--- src/design/port_status_pkg.sv ---
// port status page: shared constants, field layout and carrier types
// assumes a small number of cable ports selected by a port index
package port_status_pkg;
    localparam int NUM_PORTS = 3;
    localparam int PSEL_W    = 2;

    // register indices within the port page
    localparam logic [3:0] REG_SPEED   = 4'h8;
    localparam logic [3:0] REG_MODE    = 4'h9;
    localparam logic [3:0] REG_ERRCNT  = 4'ha;
    localparam logic [3:0] REG_POWER   = 4'hb;
    localparam logic [3:0] REG_DISABLE = 4'hc;
    localparam logic [3:0] REG_SELECT  = 4'hd;

    // speed codes
    localparam logic [2:0] SPD_S100  = 3'h0;
    localparam logic [2:0] SPD_S200  = 3'h1;
    localparam logic [2:0] SPD_S400  = 3'h2;
    localparam logic [2:0] SPD_S800  = 3'h3;
    localparam logic [2:0] SPD_S1600 = 3'h4;
    localparam logic [2:0] SPD_S3200 = 3'h5;
    localparam logic [2:0] SPD_MIN   = SPD_S100;

    // REG_SPEED fields
    localparam int SPD_LIMIT_LSB = 5;
    localparam int PLUG_BIT      = 4;
    localparam int CAP_LSB       = 1;
    localparam int UNREL_BIT     = 0;
    // REG_MODE fields
    localparam int BETA_BIT      = 7;
    localparam int CON_BIT       = 6;
    localparam int RECEIVE_VALID_STATUS_BIT      = 5;
    // REG_POWER fields
    localparam int SLEEP_BIT     = 7;
    localparam int SLEEPEN_BIT   = 6;
    localparam int LOOPDIS_BIT   = 5;
    localparam int STANDBY_BIT   = 4;
    // REG_DISABLE fields
    localparam int DIS_BIT       = 7;
    localparam int HARDDIS_BIT   = 6;

    localparam logic [7:0] ERR_MAX = 8'hff;

    // connection debounce
    localparam int  CLK_HZ          = 40_000_000;
    localparam int  DEBOUNCE_MS     = 341;
    localparam longint DEBOUNCE_CYC = (longint'(CLK_HZ) * DEBOUNCE_MS) / 1000;
    localparam int  DBC_W           = 24;

    // per-port line-side events and states
    typedef struct packed {
        logic       beta_only;
        logic       bilingual;
        logic [2:0] hw_speed;
        logic       new_beta_conn;
        logic       nego_fail;
        logic       sync_fail;
        logic       beta_active;
        logic       link_present;
        logic       rx_valid;
        logic       bad_codeword;
        logic       sleep_state;
        logic       loop_dis_event;
        logic       bus_reset;
        logic       standby_state;
    } line_in_s;

    typedef struct packed {
        logic [2:0] speed_limit;
        logic       sleep_permit;
        logic       tone_enable;
        logic       may_activate;
    } line_out_s;
endpackage : port_status_pkg

--- src/design/port_status_regs.sv ---
// port status page register bank, one field set per cable port
// assumes synchronous inputs and a single-cycle strobe register port
// Functional notes
// - speed code 000..101 means S100..S3200
// - oversize speed writes clamp to capability
// - limit used only on new beta connect; beta-only ports load it on every clock
// - bilingual port fixed at S400, writes ignored
// - reset limit is max for beta-only
// - plug present bit reads one
// - capability field reports hardware max speed
// - negotiation or sync failure sets unreliable
// - write one clears unreliable bit
// - beta bit shows beta mode activity
// - connected, receive-ok, not beta means legacy
// - error counter counts bad codewords, saturates
// - reading error counter clears it
// - sleep flag only when sleep permitted
// - strap pin loads sleep permit on the first clock after reset release
// - software sets sleep permit per port
// - loop disable set by build, cleared reset/disconnect
// - standby bit shows standby state
// - hard disable needs disable set
// - hard disabled port forces status low, no tone
// - disabled port never active, still tones
// - connected after debounce, hardware reset clears
//
// Chosen here: the strobed register port and the register offsets.
`timescale 1ns/10ps
module port_status_regs
    import port_status_pkg::*;
#(
    parameter longint DEBOUNCE_CYCLES = DEBOUNCE_CYC
) (
    // clock and reset
    input  wire logic                 i_clk,
    input  wire logic                 i_sys_rst,
    // strap
    input  wire logic                 i_dormancy_strap_pin,
    // register port
    input  wire logic [3:0]           i_addr,
    input  wire logic [7:0]           i_wdata,
    input  wire logic                 i_wr,
    input  wire logic                 i_rd,
    output logic      [7:0]           o_rdata,
    // remote access read of a port error counter
    input  wire logic                 i_remote_err_rd,
    input  wire logic [PSEL_W-1:0]    i_remote_port,
    // line side
    input  wire line_in_s             i_line [NUM_PORTS],
    output line_out_s                 o_line [NUM_PORTS]
);

    typedef enum logic [1:0] {
        ST_STRAP = 2'b01,
        ST_RUN   = 2'b10
    } init_e;

    init_e                  init_ff;
    logic [PSEL_W-1:0]      psel_ff;
    logic [2:0]             limit_ff    [NUM_PORTS];
    logic [2:0]             applied_ff  [NUM_PORTS];
    logic                   unrel_ff    [NUM_PORTS];
    logic [7:0]             err_ff      [NUM_PORTS];
    logic                   sleepen_ff  [NUM_PORTS];
    logic                   loopdis_ff  [NUM_PORTS];
    logic                   dis_ff      [NUM_PORTS];
    logic                   harddis_ff  [NUM_PORTS];
    logic                   con_ff      [NUM_PORTS];
    logic [DBC_W-1:0]       dbc_ff      [NUM_PORTS];
    // status as software sees it, after the hard-disable override
    wire logic              con_vis     [NUM_PORTS];
    wire logic              receive_valid_status_vis    [NUM_PORTS];
    wire logic              clr_err     [NUM_PORTS];
    logic [7:0]             nxt_rdata;
    logic                   sel_ok;

    function automatic logic [2:0] clamp_speed(input logic [2:0] req,
                                               input logic [2:0] cap);
        clamp_speed = (req > cap) ? cap : req;
    endfunction : clamp_speed

    function automatic logic forced_off(input logic dis, input logic hd);
        forced_off = dis & hd;
    endfunction : forced_off

    assign sel_ok = (32'(psel_ff) < NUM_PORTS);

    // strap is captured on the first clock after release, not in reset
    always_ff @(posedge i_clk or posedge i_sys_rst) begin
        if (i_sys_rst) begin
            init_ff <= ST_STRAP;
        end else begin
            unique case (init_ff)
                ST_STRAP: init_ff <= ST_RUN;
                ST_RUN:   init_ff <= ST_RUN;
                default:  init_ff <= ST_STRAP;
            endcase
        end
    end

    always_ff @(posedge i_clk or posedge i_sys_rst) begin
        if (i_sys_rst) begin
            psel_ff <= '0;
        end else if (i_wr && i_addr == REG_SELECT) begin
            psel_ff <= i_wdata[PSEL_W-1:0];
        end
    end

    for (genvar p = 0; p < NUM_PORTS; p++) begin : g_port
        logic wr_here;
        assign wr_here = i_wr && sel_ok && (32'(psel_ff) == p);
        assign con_vis[p]  = con_ff[p]
                             && !forced_off(dis_ff[p], harddis_ff[p]);
        assign receive_valid_status_vis[p] = i_line[p].rx_valid
                             && !forced_off(dis_ff[p], harddis_ff[p]);
        // local and remote reads both clear the count
        assign clr_err[p]  = (i_rd && i_addr == REG_ERRCNT && sel_ok
                              && 32'(psel_ff) == p)
                             || (i_remote_err_rd
                                 && 32'(i_remote_port) == p);

        // speed limit register
        always_ff @(posedge i_clk or posedge i_sys_rst) begin
            if (i_sys_rst) begin
                limit_ff[p] <= SPD_MIN;
            end else if (init_ff == ST_STRAP) begin
                if (i_line[p].bilingual) begin
                    limit_ff[p] <= SPD_S400;
                end else if (i_line[p].beta_only) begin
                    limit_ff[p] <= clamp_speed(i_line[p].hw_speed,
                                               i_line[p].hw_speed);
                end
            end else if (i_line[p].bilingual) begin
                limit_ff[p] <= SPD_S400;
            end else if (wr_here && i_addr == REG_SPEED) begin
                limit_ff[p] <= clamp_speed(
                    i_wdata[SPD_LIMIT_LSB +: 3],
                    i_line[p].hw_speed);
            end
        end

        // limit as seen by the line logic
        always_ff @(posedge i_clk or posedge i_sys_rst) begin
            if (i_sys_rst) begin
                applied_ff[p] <= SPD_MIN;
            end else if (i_line[p].new_beta_conn || i_line[p].beta_only) begin
                applied_ff[p] <= limit_ff[p];
            end
        end

        // set wins over a same-cycle clear
        always_ff @(posedge i_clk or posedge i_sys_rst) begin
            if (i_sys_rst) begin
                unrel_ff[p] <= 1'b0;
            end else if (i_line[p].nego_fail || i_line[p].sync_fail) begin
                unrel_ff[p] <= 1'b1;
            end else if (wr_here && i_addr == REG_SPEED
                         && i_wdata[UNREL_BIT]) begin
                unrel_ff[p] <= 1'b0;
            end
        end

        // a codeword in the clearing cycle leaves the count at one
        always_ff @(posedge i_clk or posedge i_sys_rst) begin
            if (i_sys_rst) begin
                err_ff[p] <= '0;
            end else if (clr_err[p]) begin
                err_ff[p] <= i_line[p].bad_codeword ? 8'h01 : 8'h00;
            end else if (i_line[p].bad_codeword && err_ff[p] != ERR_MAX) begin
                err_ff[p] <= err_ff[p] + 8'h01;
            end
        end

        always_ff @(posedge i_clk or posedge i_sys_rst) begin
            if (i_sys_rst) begin
                sleepen_ff[p] <= 1'b0;
            end else if (init_ff == ST_STRAP) begin
                sleepen_ff[p] <= i_dormancy_strap_pin;
            end else if (wr_here && i_addr == REG_POWER) begin
                sleepen_ff[p] <= i_wdata[SLEEPEN_BIT];
            end
        end

        always_ff @(posedge i_clk or posedge i_sys_rst) begin
            if (i_sys_rst) begin
                loopdis_ff[p] <= 1'b0;
            end else if (!i_line[p].link_present) begin
                loopdis_ff[p] <= 1'b0;
            end else if (i_line[p].loop_dis_event) begin
                // a build result in the bus reset cycle is kept
                loopdis_ff[p] <= 1'b1;
            end else if (i_line[p].bus_reset) begin
                loopdis_ff[p] <= 1'b0;
            end
        end

        // bus reset leaves disable controls alone
        always_ff @(posedge i_clk or posedge i_sys_rst) begin
            if (i_sys_rst) begin
                dis_ff[p]     <= 1'b0;
                harddis_ff[p] <= 1'b0;
            end else if (wr_here && i_addr == REG_DISABLE) begin
                dis_ff[p]     <= i_wdata[DIS_BIT];
                harddis_ff[p] <= i_wdata[HARDDIS_BIT];
            end
        end

        // debounce: the connection must hold steadily before con is set
        always_ff @(posedge i_clk or posedge i_sys_rst) begin
            if (i_sys_rst) begin
                dbc_ff[p] <= '0;
                con_ff[p] <= 1'b0;
            end else if (!i_line[p].link_present) begin
                dbc_ff[p] <= '0;
                con_ff[p] <= 1'b0;
            end else if (longint'(dbc_ff[p]) >= DEBOUNCE_CYCLES - 1) begin
                con_ff[p] <= 1'b1;
            end else begin
                dbc_ff[p] <= dbc_ff[p] + 1'b1;
            end
        end

        always_ff @(posedge i_clk or posedge i_sys_rst) begin
            if (i_sys_rst) begin
                o_line[p] <= '{speed_limit: SPD_MIN, sleep_permit: 1'b0,
                               tone_enable: 1'b1, may_activate: 1'b0};
            end else begin
                o_line[p].speed_limit  <= applied_ff[p];
                o_line[p].sleep_permit <= sleepen_ff[p];
                // disabled ports still tone unless hard disabled
                o_line[p].tone_enable  <=
                    !forced_off(dis_ff[p], harddis_ff[p]);
                o_line[p].may_activate <= !dis_ff[p] && con_vis[p];
            end
        end
    end

    // read mux for the selected port; unused bits read zero
    always_comb begin
        int s;
        s = 32'(psel_ff);
        nxt_rdata = 8'h00;
        if (i_addr == REG_SELECT) begin
            nxt_rdata[PSEL_W-1:0] = psel_ff;
        end else if (sel_ok) begin
            unique case (i_addr)
                REG_SPEED: begin
                    nxt_rdata[SPD_LIMIT_LSB +: 3] = limit_ff[s];
                    nxt_rdata[PLUG_BIT]           = 1'b1;
                    nxt_rdata[CAP_LSB +: 3]       = i_line[s].hw_speed;
                    nxt_rdata[UNREL_BIT]          = unrel_ff[s];
                end
                REG_MODE: begin
                    // beta follows the visible connection, so a
                    // hard-disabled port never claims beta mode
                    nxt_rdata[BETA_BIT] = i_line[s].beta_active
                                          && con_vis[s];
                    nxt_rdata[CON_BIT]  = con_vis[s];
                    nxt_rdata[RECEIVE_VALID_STATUS_BIT] = receive_valid_status_vis[s];
                end
                REG_ERRCNT: nxt_rdata = err_ff[s];
                REG_POWER: begin
                    nxt_rdata[SLEEP_BIT]   = i_line[s].sleep_state
                                             && sleepen_ff[s];
                    nxt_rdata[SLEEPEN_BIT] = sleepen_ff[s];
                    nxt_rdata[LOOPDIS_BIT] = loopdis_ff[s];
                    nxt_rdata[STANDBY_BIT] = i_line[s].standby_state;
                end
                REG_DISABLE: begin
                    nxt_rdata[DIS_BIT]     = dis_ff[s];
                    nxt_rdata[HARDDIS_BIT] = harddis_ff[s];
                end
                default: nxt_rdata = 8'h00;
            endcase
        end
    end

    // read data holds only in the cycle after the strobe
    always_ff @(posedge i_clk or posedge i_sys_rst) begin
        if (i_sys_rst) begin
            o_rdata <= 8'h00;
        end else begin
            o_rdata <= i_rd ? nxt_rdata : 8'h00;
        end
    end

endmodule : port_status_regs

--- config.mk ---
export PLATFORM = sky130hd
export DESIGN_NAME = port_status_regs
export DESIGN_NICKNAME = d
export VERILOG_FILES = /design/src/design/port_status_pkg.sv /design/src/design/port_status_regs.sv
export SDC_FILE = /design/constraint.sdc
export NUM_CORES = 1
export LEC_CHECK = 0
export ABC_AREA = 1
export BUFFER_PORTS_ARGS = -buffer_cell sky130_fd_sc_hd__buf_2
export CORE_ASPECT_RATIO = 1.1
export CORE_MARGIN = 5
export CORE_UTILIZATION = 45
export CTS_CLUSTER_SIZE = 30
export DETAILED_ROUTE_END_ITERATION = 8
export HOLD_SLACK_MARGIN = 0.02
export MAX_ROUTING_LAYER = met4
export PLACE_DENSITY_LB_ADDON = 0.08
export SLEW_MARGIN = 20
export SYNTH_ARGS = -nofsm -noshare
export SYNTH_HDL_FRONTEND = slang
export SYNTH_SLANG_ARGS = --single-unit
--- constraint.sdc ---
create_clock -name i_clk -period 9.44 [get_ports i_clk]
set_clock_uncertainty 0.2 [all_clocks]
set_input_delay 0.944 -clock i_clk [delete_from_list [all_inputs] [get_ports i_clk]]
set_output_delay 0.944 -clock i_clk [all_outputs]
set_load 0.01 [all_outputs]
Yosys cells after proc, flatten, opt, wreduce, memory -nomap -nowiden
Cells that the tools add are included.
Storage, ports and cells
  bits in registers: 162
  bits in latches: 0
  bits in writable memories: 0
  memory bits (read-only): 0
  output and inout port bits: 26
  word-level logic and storage cells: 261
  memories kept: 0
Cells by class
  $add $sub $neg: 6
  $mul: 0
  divide/modulo/power cells: 0
  order comparisons: 8
  eq/ne operators: 27
  shift-type cells: 0
  mux-type cells: 99
  bitwise operators: 4
  reductions and logical operators: 72
Operators with widths (count)
  24-bit two-way mux: 6
  8-bit two-way mux: 10
  24-bit by 1-bit adder with 24-bit output (second input constant): 3
  24-bit >= comparator (second input constant): 3
  3-bit two-way mux: 20
  1-bit two-way mux: 44
  1-bit logical AND: 39
  16-bit binary-select mux with 2-bit select: 1
  32-bit by 3-bit >= comparator with 1-bit output (second input constant): 1
  2-bit inverter with 32-bit output: 1
  14-bit two-way mux: 2
  8-bit by 1-bit adder with 8-bit output (second input constant): 3
  4-bit equality test (second input constant): 6
  8-bit inequality test (second input constant): 3
  3-bit inequality test (second input constant): 6
  2-bit nonzero test: 9
  8-bit binary-select mux with 2-bit select: 1
  1-bit binary-select mux with 2-bit select: 7
  2-bit case mux with 5 select lines: 1
  3-bit greater-than comparator: 3
  1-bit logical OR: 9
  3-bit nonzero test: 3
  4-bit case mux with 2 select lines: 1
  3-bit binary-select mux with 2-bit select: 1
  other kinds (14): 33

Depth between registers and ports, before layout
  word-level depth: 11
  mapped depth: 11
  gate-level depth less buffers: 11

Worst setup path before layout
No wires, ideal clock.
  kind: input -> register
  start: input port i_addr[2]
  end: register unrel_ff[0] (netlist name)
  data arrival time: 1.848 ns
  setup slack: 7.268 ns
  cell stages on the path: 6
  buffers on the path: 1
  path through: inv_1 > nand2_1 > nor3_1 > buf_2 > nand3_1 > a211o_1
On the way
  cells in the longest elaborated chain, start to end: 4
Ends and longest elaborated chain
  start, declared: line port_status_regs.sv:40  | input wire logic [3:0] i_addr,
  4-bit equality test: line port_status_regs.sv:157  | end else if (wr_here && i_addr == REG_SPEED
  1-bit logical AND: line port_status_regs.sv:157
  1-bit logical AND: line port_status_regs.sv:158  | && i_wdata[UNREL_BIT]) begin
  2-bit nonzero test (no line)
  end signal, assigned by index: line port_status_regs.sv:154  | unrel_ff[p] <= 1'b0;
  end signal, assigned by index: line port_status_regs.sv:156  | unrel_ff[p] <= 1'b1;
  end signal, assigned by index: line port_status_regs.sv:159  | unrel_ff[p] <= 1'b0;
  end, declared: line port_status_regs.sv:62  | logic unrel_ff [NUM_PORTS];
Every way passes these cells.
A chain may end at the register's enable or synchronous reset.

Final worst setup path
  start: register dbc_ff[0] (netlist name)
  end: register dbc_ff[13] (netlist name)
On the way
  cells in the longest elaborated chain, start to end: 3
  elaborated cells on any way between the ends: 5
Ends and longest elaborated chain
  start, declared: line port_status_regs.sv:69  | logic [DBC_W-1:0] dbc_ff [NUM_PORTS];
  start signal, assigned by index: line port_status_regs.sv:219  | dbc_ff[p] <= dbc_ff[p] + 1'b1;
  24-bit by 1-bit adder with 24-bit output: line port_status_regs.sv:219
  24-bit two-way mux: line port_status_regs.sv:216  | end else if (longint'(dbc_ff[p]) >= DEBOUNCE_CYCLES - 1) begin
  24-bit two-way mux: line port_status_regs.sv:213  | end else if (!i_line[p].link_present) begin
Parallel ways exist; a longest one is shown, timed or not. The select of a mux whose other input is x is not followed.

==> impl_metrics.py <==
metrics = {
    "sta": {
        "report.final.slew_viol_count": 0,
        "worst_pin_slew_ns": 0.892,
        "fmax_mhz": 376,
        "setup_tns_ns": 0,
        "hold_violations": 0,
        "grt_setup_unrepaired": "no",
        "setup_viol": 0,
        "period_share_pct": 28.2,
        "min_period_ns": 2.66,
        "maxSlewHeadroom_pct": 40.4,
    },
    "clock_network": {
        "cts_resized": 0,
        "cts-root-buf": "clkbuf_16",
        "cts_buffer_depth": 2,
        "cts_setup_buffers": 0,
        "cts.sink_count": 162,
        "cts_tree": "done",
        "clkLatencyLatePin_ns": 0.43,
        "htree_levels": 4,
        "hold_buffers": 0,
        "clkTransAtPathRegs_ns": 0.07,
        "numCtsBuffers": 17,
    },
    "final_layout": {
        "area_growth_pct": 13.2,
        "num-nets-final": 1592,
        "n_antenna_cell": 0,
        "fin_cells": 1811,
        "multi_input_area_um2": 5160,
        "fin_util_pct": 51.9,
        "seqCellArea_um2": 4060,
        "finalInstanceArea_um2": 11100,
        "fillers": 2150,
        "final_common_cell": "nand2_1",
        "mostFrequentLayoutCells": "nand2_1 (548), nor2_1 (212), dfrtp_1 (158), nand3_1 (141), inv_1 (97)",
        "drive_gt1_share_pct": 11.3,
    },
    "setup_path": {
        "cp_top_family": "simple AND/OR/NAND/NOR gates",
        "crit_chain": "ha_1, nand2_1, nor2_2, nand2_1, nand2_1, nand3_1, nand3_2, nand2_2, nand2_1, nand2_1",
        "path_buf_inv": 0,
        "start_kind": "register",
        "critPathMaxFanout": 24,
        "crit_top_cell": "nand2_1",
        "critPathSlowestCell": "dfrtp_1",
        "worstSetupEndpointType": "register",
        "arrival_ns": 2.77,
        "slowest_delay_ns": 0.48,
        "path_depth": 10,
        "worstRegToRegCells": 10,
        "crit_type": "register to register",
        "worstPathRequired_ns": 9.56,
    },
    "placement": {
        "post-place-cells": 1779,
        "port_buffers": 90,
        "hpwl_mm": 18.9,
        "globalplace.congestion": 0.890,
        "place_area_um2": 10500,
    },
    "drt": {
        "route.layer.met1.wl_mm": 11.7,
        "drcViolationCount": 0,
        "avgViaCountPerCell": 5.07,
        "wl_met2_mm": 12.0,
        "vias": 9189,
        "wl_met3_mm": 1.15,
        "drt_iter0_markers": 528,
        "ant_nets": 0,
        "routed.top_layer": "met4",
        "wl_per_cell_um": 14.1,
        "first_pass_iters": 5,
        "postRouteWirelength_mm": 25.5,
    },
    "min_path": {
        "hold_depth": 0,
        "hold_path_class": "register to register",
    },
    "pwr": {
        "powerDensity_nw_per_um2": 159,
        "p_total_mw": 1.77,
        "p_leak_nw": 5.49,
        "ir_drop_mv": 0.116,
    },
    "yosys": {
        "yosys_most_used_dff": "dfrtp_1",
        "synth_area_leaders": "dfrtp_1 (40%), nand2_1 (21%), nor2_1 (8.1%)",
        "ys_seq_elements": 162,
        "yosysWarnings": 0,
        "yosys.area_share.simple_pct": 41.0,
        "synth_compound_area_share_pct": 5.03,
        "synthCells": 1430,
        "yosysSeqAreaShare_pct": 41.3,
        "synth_area_um2": 9820,
        "yosysTopAreaCell": "dfrtp_1",
        "synth_adder_area_share_pct": 2.04,
        "synth_top_family_by_area": "simple AND/OR/NAND/NOR gates",
        "ys_async_sr_fraction_pct": 100,
        "syn_area_per_cell_um2": 6.87,
        "netlist.area_leader.share_pct": 40.3,
        "synth_xor_area_share_pct": 3.57,
        "muxShareOfSynthArea_pct": 0.803,
        "synth_edf_count": 0,
        "synthDistinctLibCells": 39,
        "syn_nets": 1514,
    },
    "floorplanning": {
        "fp.dieH_um": 165,
        "dieArea_um2": 24900,
        "ios": 94,
        "num_rows": 56,
        "start_util_pct": 45.8,
        "core-area_um2": 21400,
        "die_x_um": 151,
    },
    "job": {
        "max_cap_viol_count": 0,
    },
    "grt": {
        "grt_usage_pct": 22.0,
        "grt_max_degree": 111,
        "grt_pass1_wl_mm": 43.1,
        "antenna_found_initial": 0,
        "first_global_vias": 8840,
        "grt-ovfl-total": 0,
    },
    "outcome": {
        "status": "finished clean",
    },
}
## worst reg2reg max path, cell delays in order (launching register included)
cell	delay, ns
dfrtp_1	0.48
ha_1	0.28
nand2_1	0.10
nor2_2	0.14
nand2_1	0.10
nand2_1	0.07
nand3_1	0.09
nand3_2	0.38
nand2_2	0.45
nand2_1	0.19
nand2_1	0.06
## cell families after synthesis
| family | Yosys count |
|---|---|
| compound gates | 90 |
| xor+xnor | 40 |
| fa+ha+maj | 16 |
| buf+inv | 146 |
| flops | 162 |
| mux | 7 |
| simple gates | 969 |
## registers in the layout (all words and copies together) (netlist names)
name / flops
applied_ff: 9
con_ff: 3
dbc_ff: 72
dis_ff: 3
err_ff: 24
harddis_ff: 3
init_ff: 2
limit_ff: 9
loopdis_ff: 3
o_line: 18
o_rdata: 8
psel_ff: 2
sleepen_ff: 3
unrel_ff: 3
## layer usage
layer	track usage, %	vias up
met1	28.7	4253
met3	2.80	37
met4	7.05	0
li1	-	4706
met2	35.7	193
met5	-	-
## final cells by class
cell class                      instances  share of cell area [%]
Inverter                              113                    3.88
Tap cell                              290                    3.26
Clock buffer                           17                    3.82
Sequential cell                       162                    36.5
Timing Repair Buffer                   92                    4.18
Clock inverter                         15                    1.98
Multi-Input combinational cell       1122                    46.4
## synth_stat cells, types with 6 or more instances
cell / count
a21oi_1: 38
buf_2: 11
clkbuf_1: 13
dfrtp_1: 158
ha_1: 16
inv_1: 98
inv_2: 13
mux2_2: 7
nand2_1: 548
nand3_1: 141
nand4_1: 24
nor2_1: 213
nor2_2: 7
nor3_1: 13
o211ai_1: 6
o21ai_0: 31
xnor2_1: 10
xor2_1: 30
## per-stage QoR
stage | hold WS (ns) | setup slack, ns
after floorplan | 0.149 | 3.93
after global placement | 0.156 | 6.65
after detailed placement | 0.162 | 6.63
after CTS | 0.177 | 6.75
after global routing | 0.195 | 6.51
final | 0.175 | 6.78
## report_power, final
part           internal (mW)  leakage, nW  switching, mW  total [mW]
logic                 0.0732         3.05          0.142       0.215
registers              0.744         2.13         0.0496       0.794
clock network          0.453        0.313          0.311       0.764
total                   1.27         5.49          0.503        1.77
## final timing paths
path	from	endpoint	slack, ns
max in group asynchronous	i_sys_rst	err_ff[19]$_DFFE_PP0P_	7.37
hold / removal	applied_ff[0]$_DFFE_PP0P_	o_line[3]$_DFF_PP0_	0.17
hold reg to reg	applied_ff[0]$_DFFE_PP0P_	o_line[3]$_DFF_PP0_	0.17
setup / recovery	dbc_ff[0]$_DFFE_PP0P_	dbc_ff[13]$_DFFE_PP0P_	6.78
min in group asynchronous	i_sys_rst	applied_ff[8]$_DFFE_PP0P_	0.46
setup reg to reg	dbc_ff[0]$_DFFE_PP0P_	dbc_ff[13]$_DFFE_PP0P_	6.78
No activity file was read; power rests on OpenSTA's default activity.
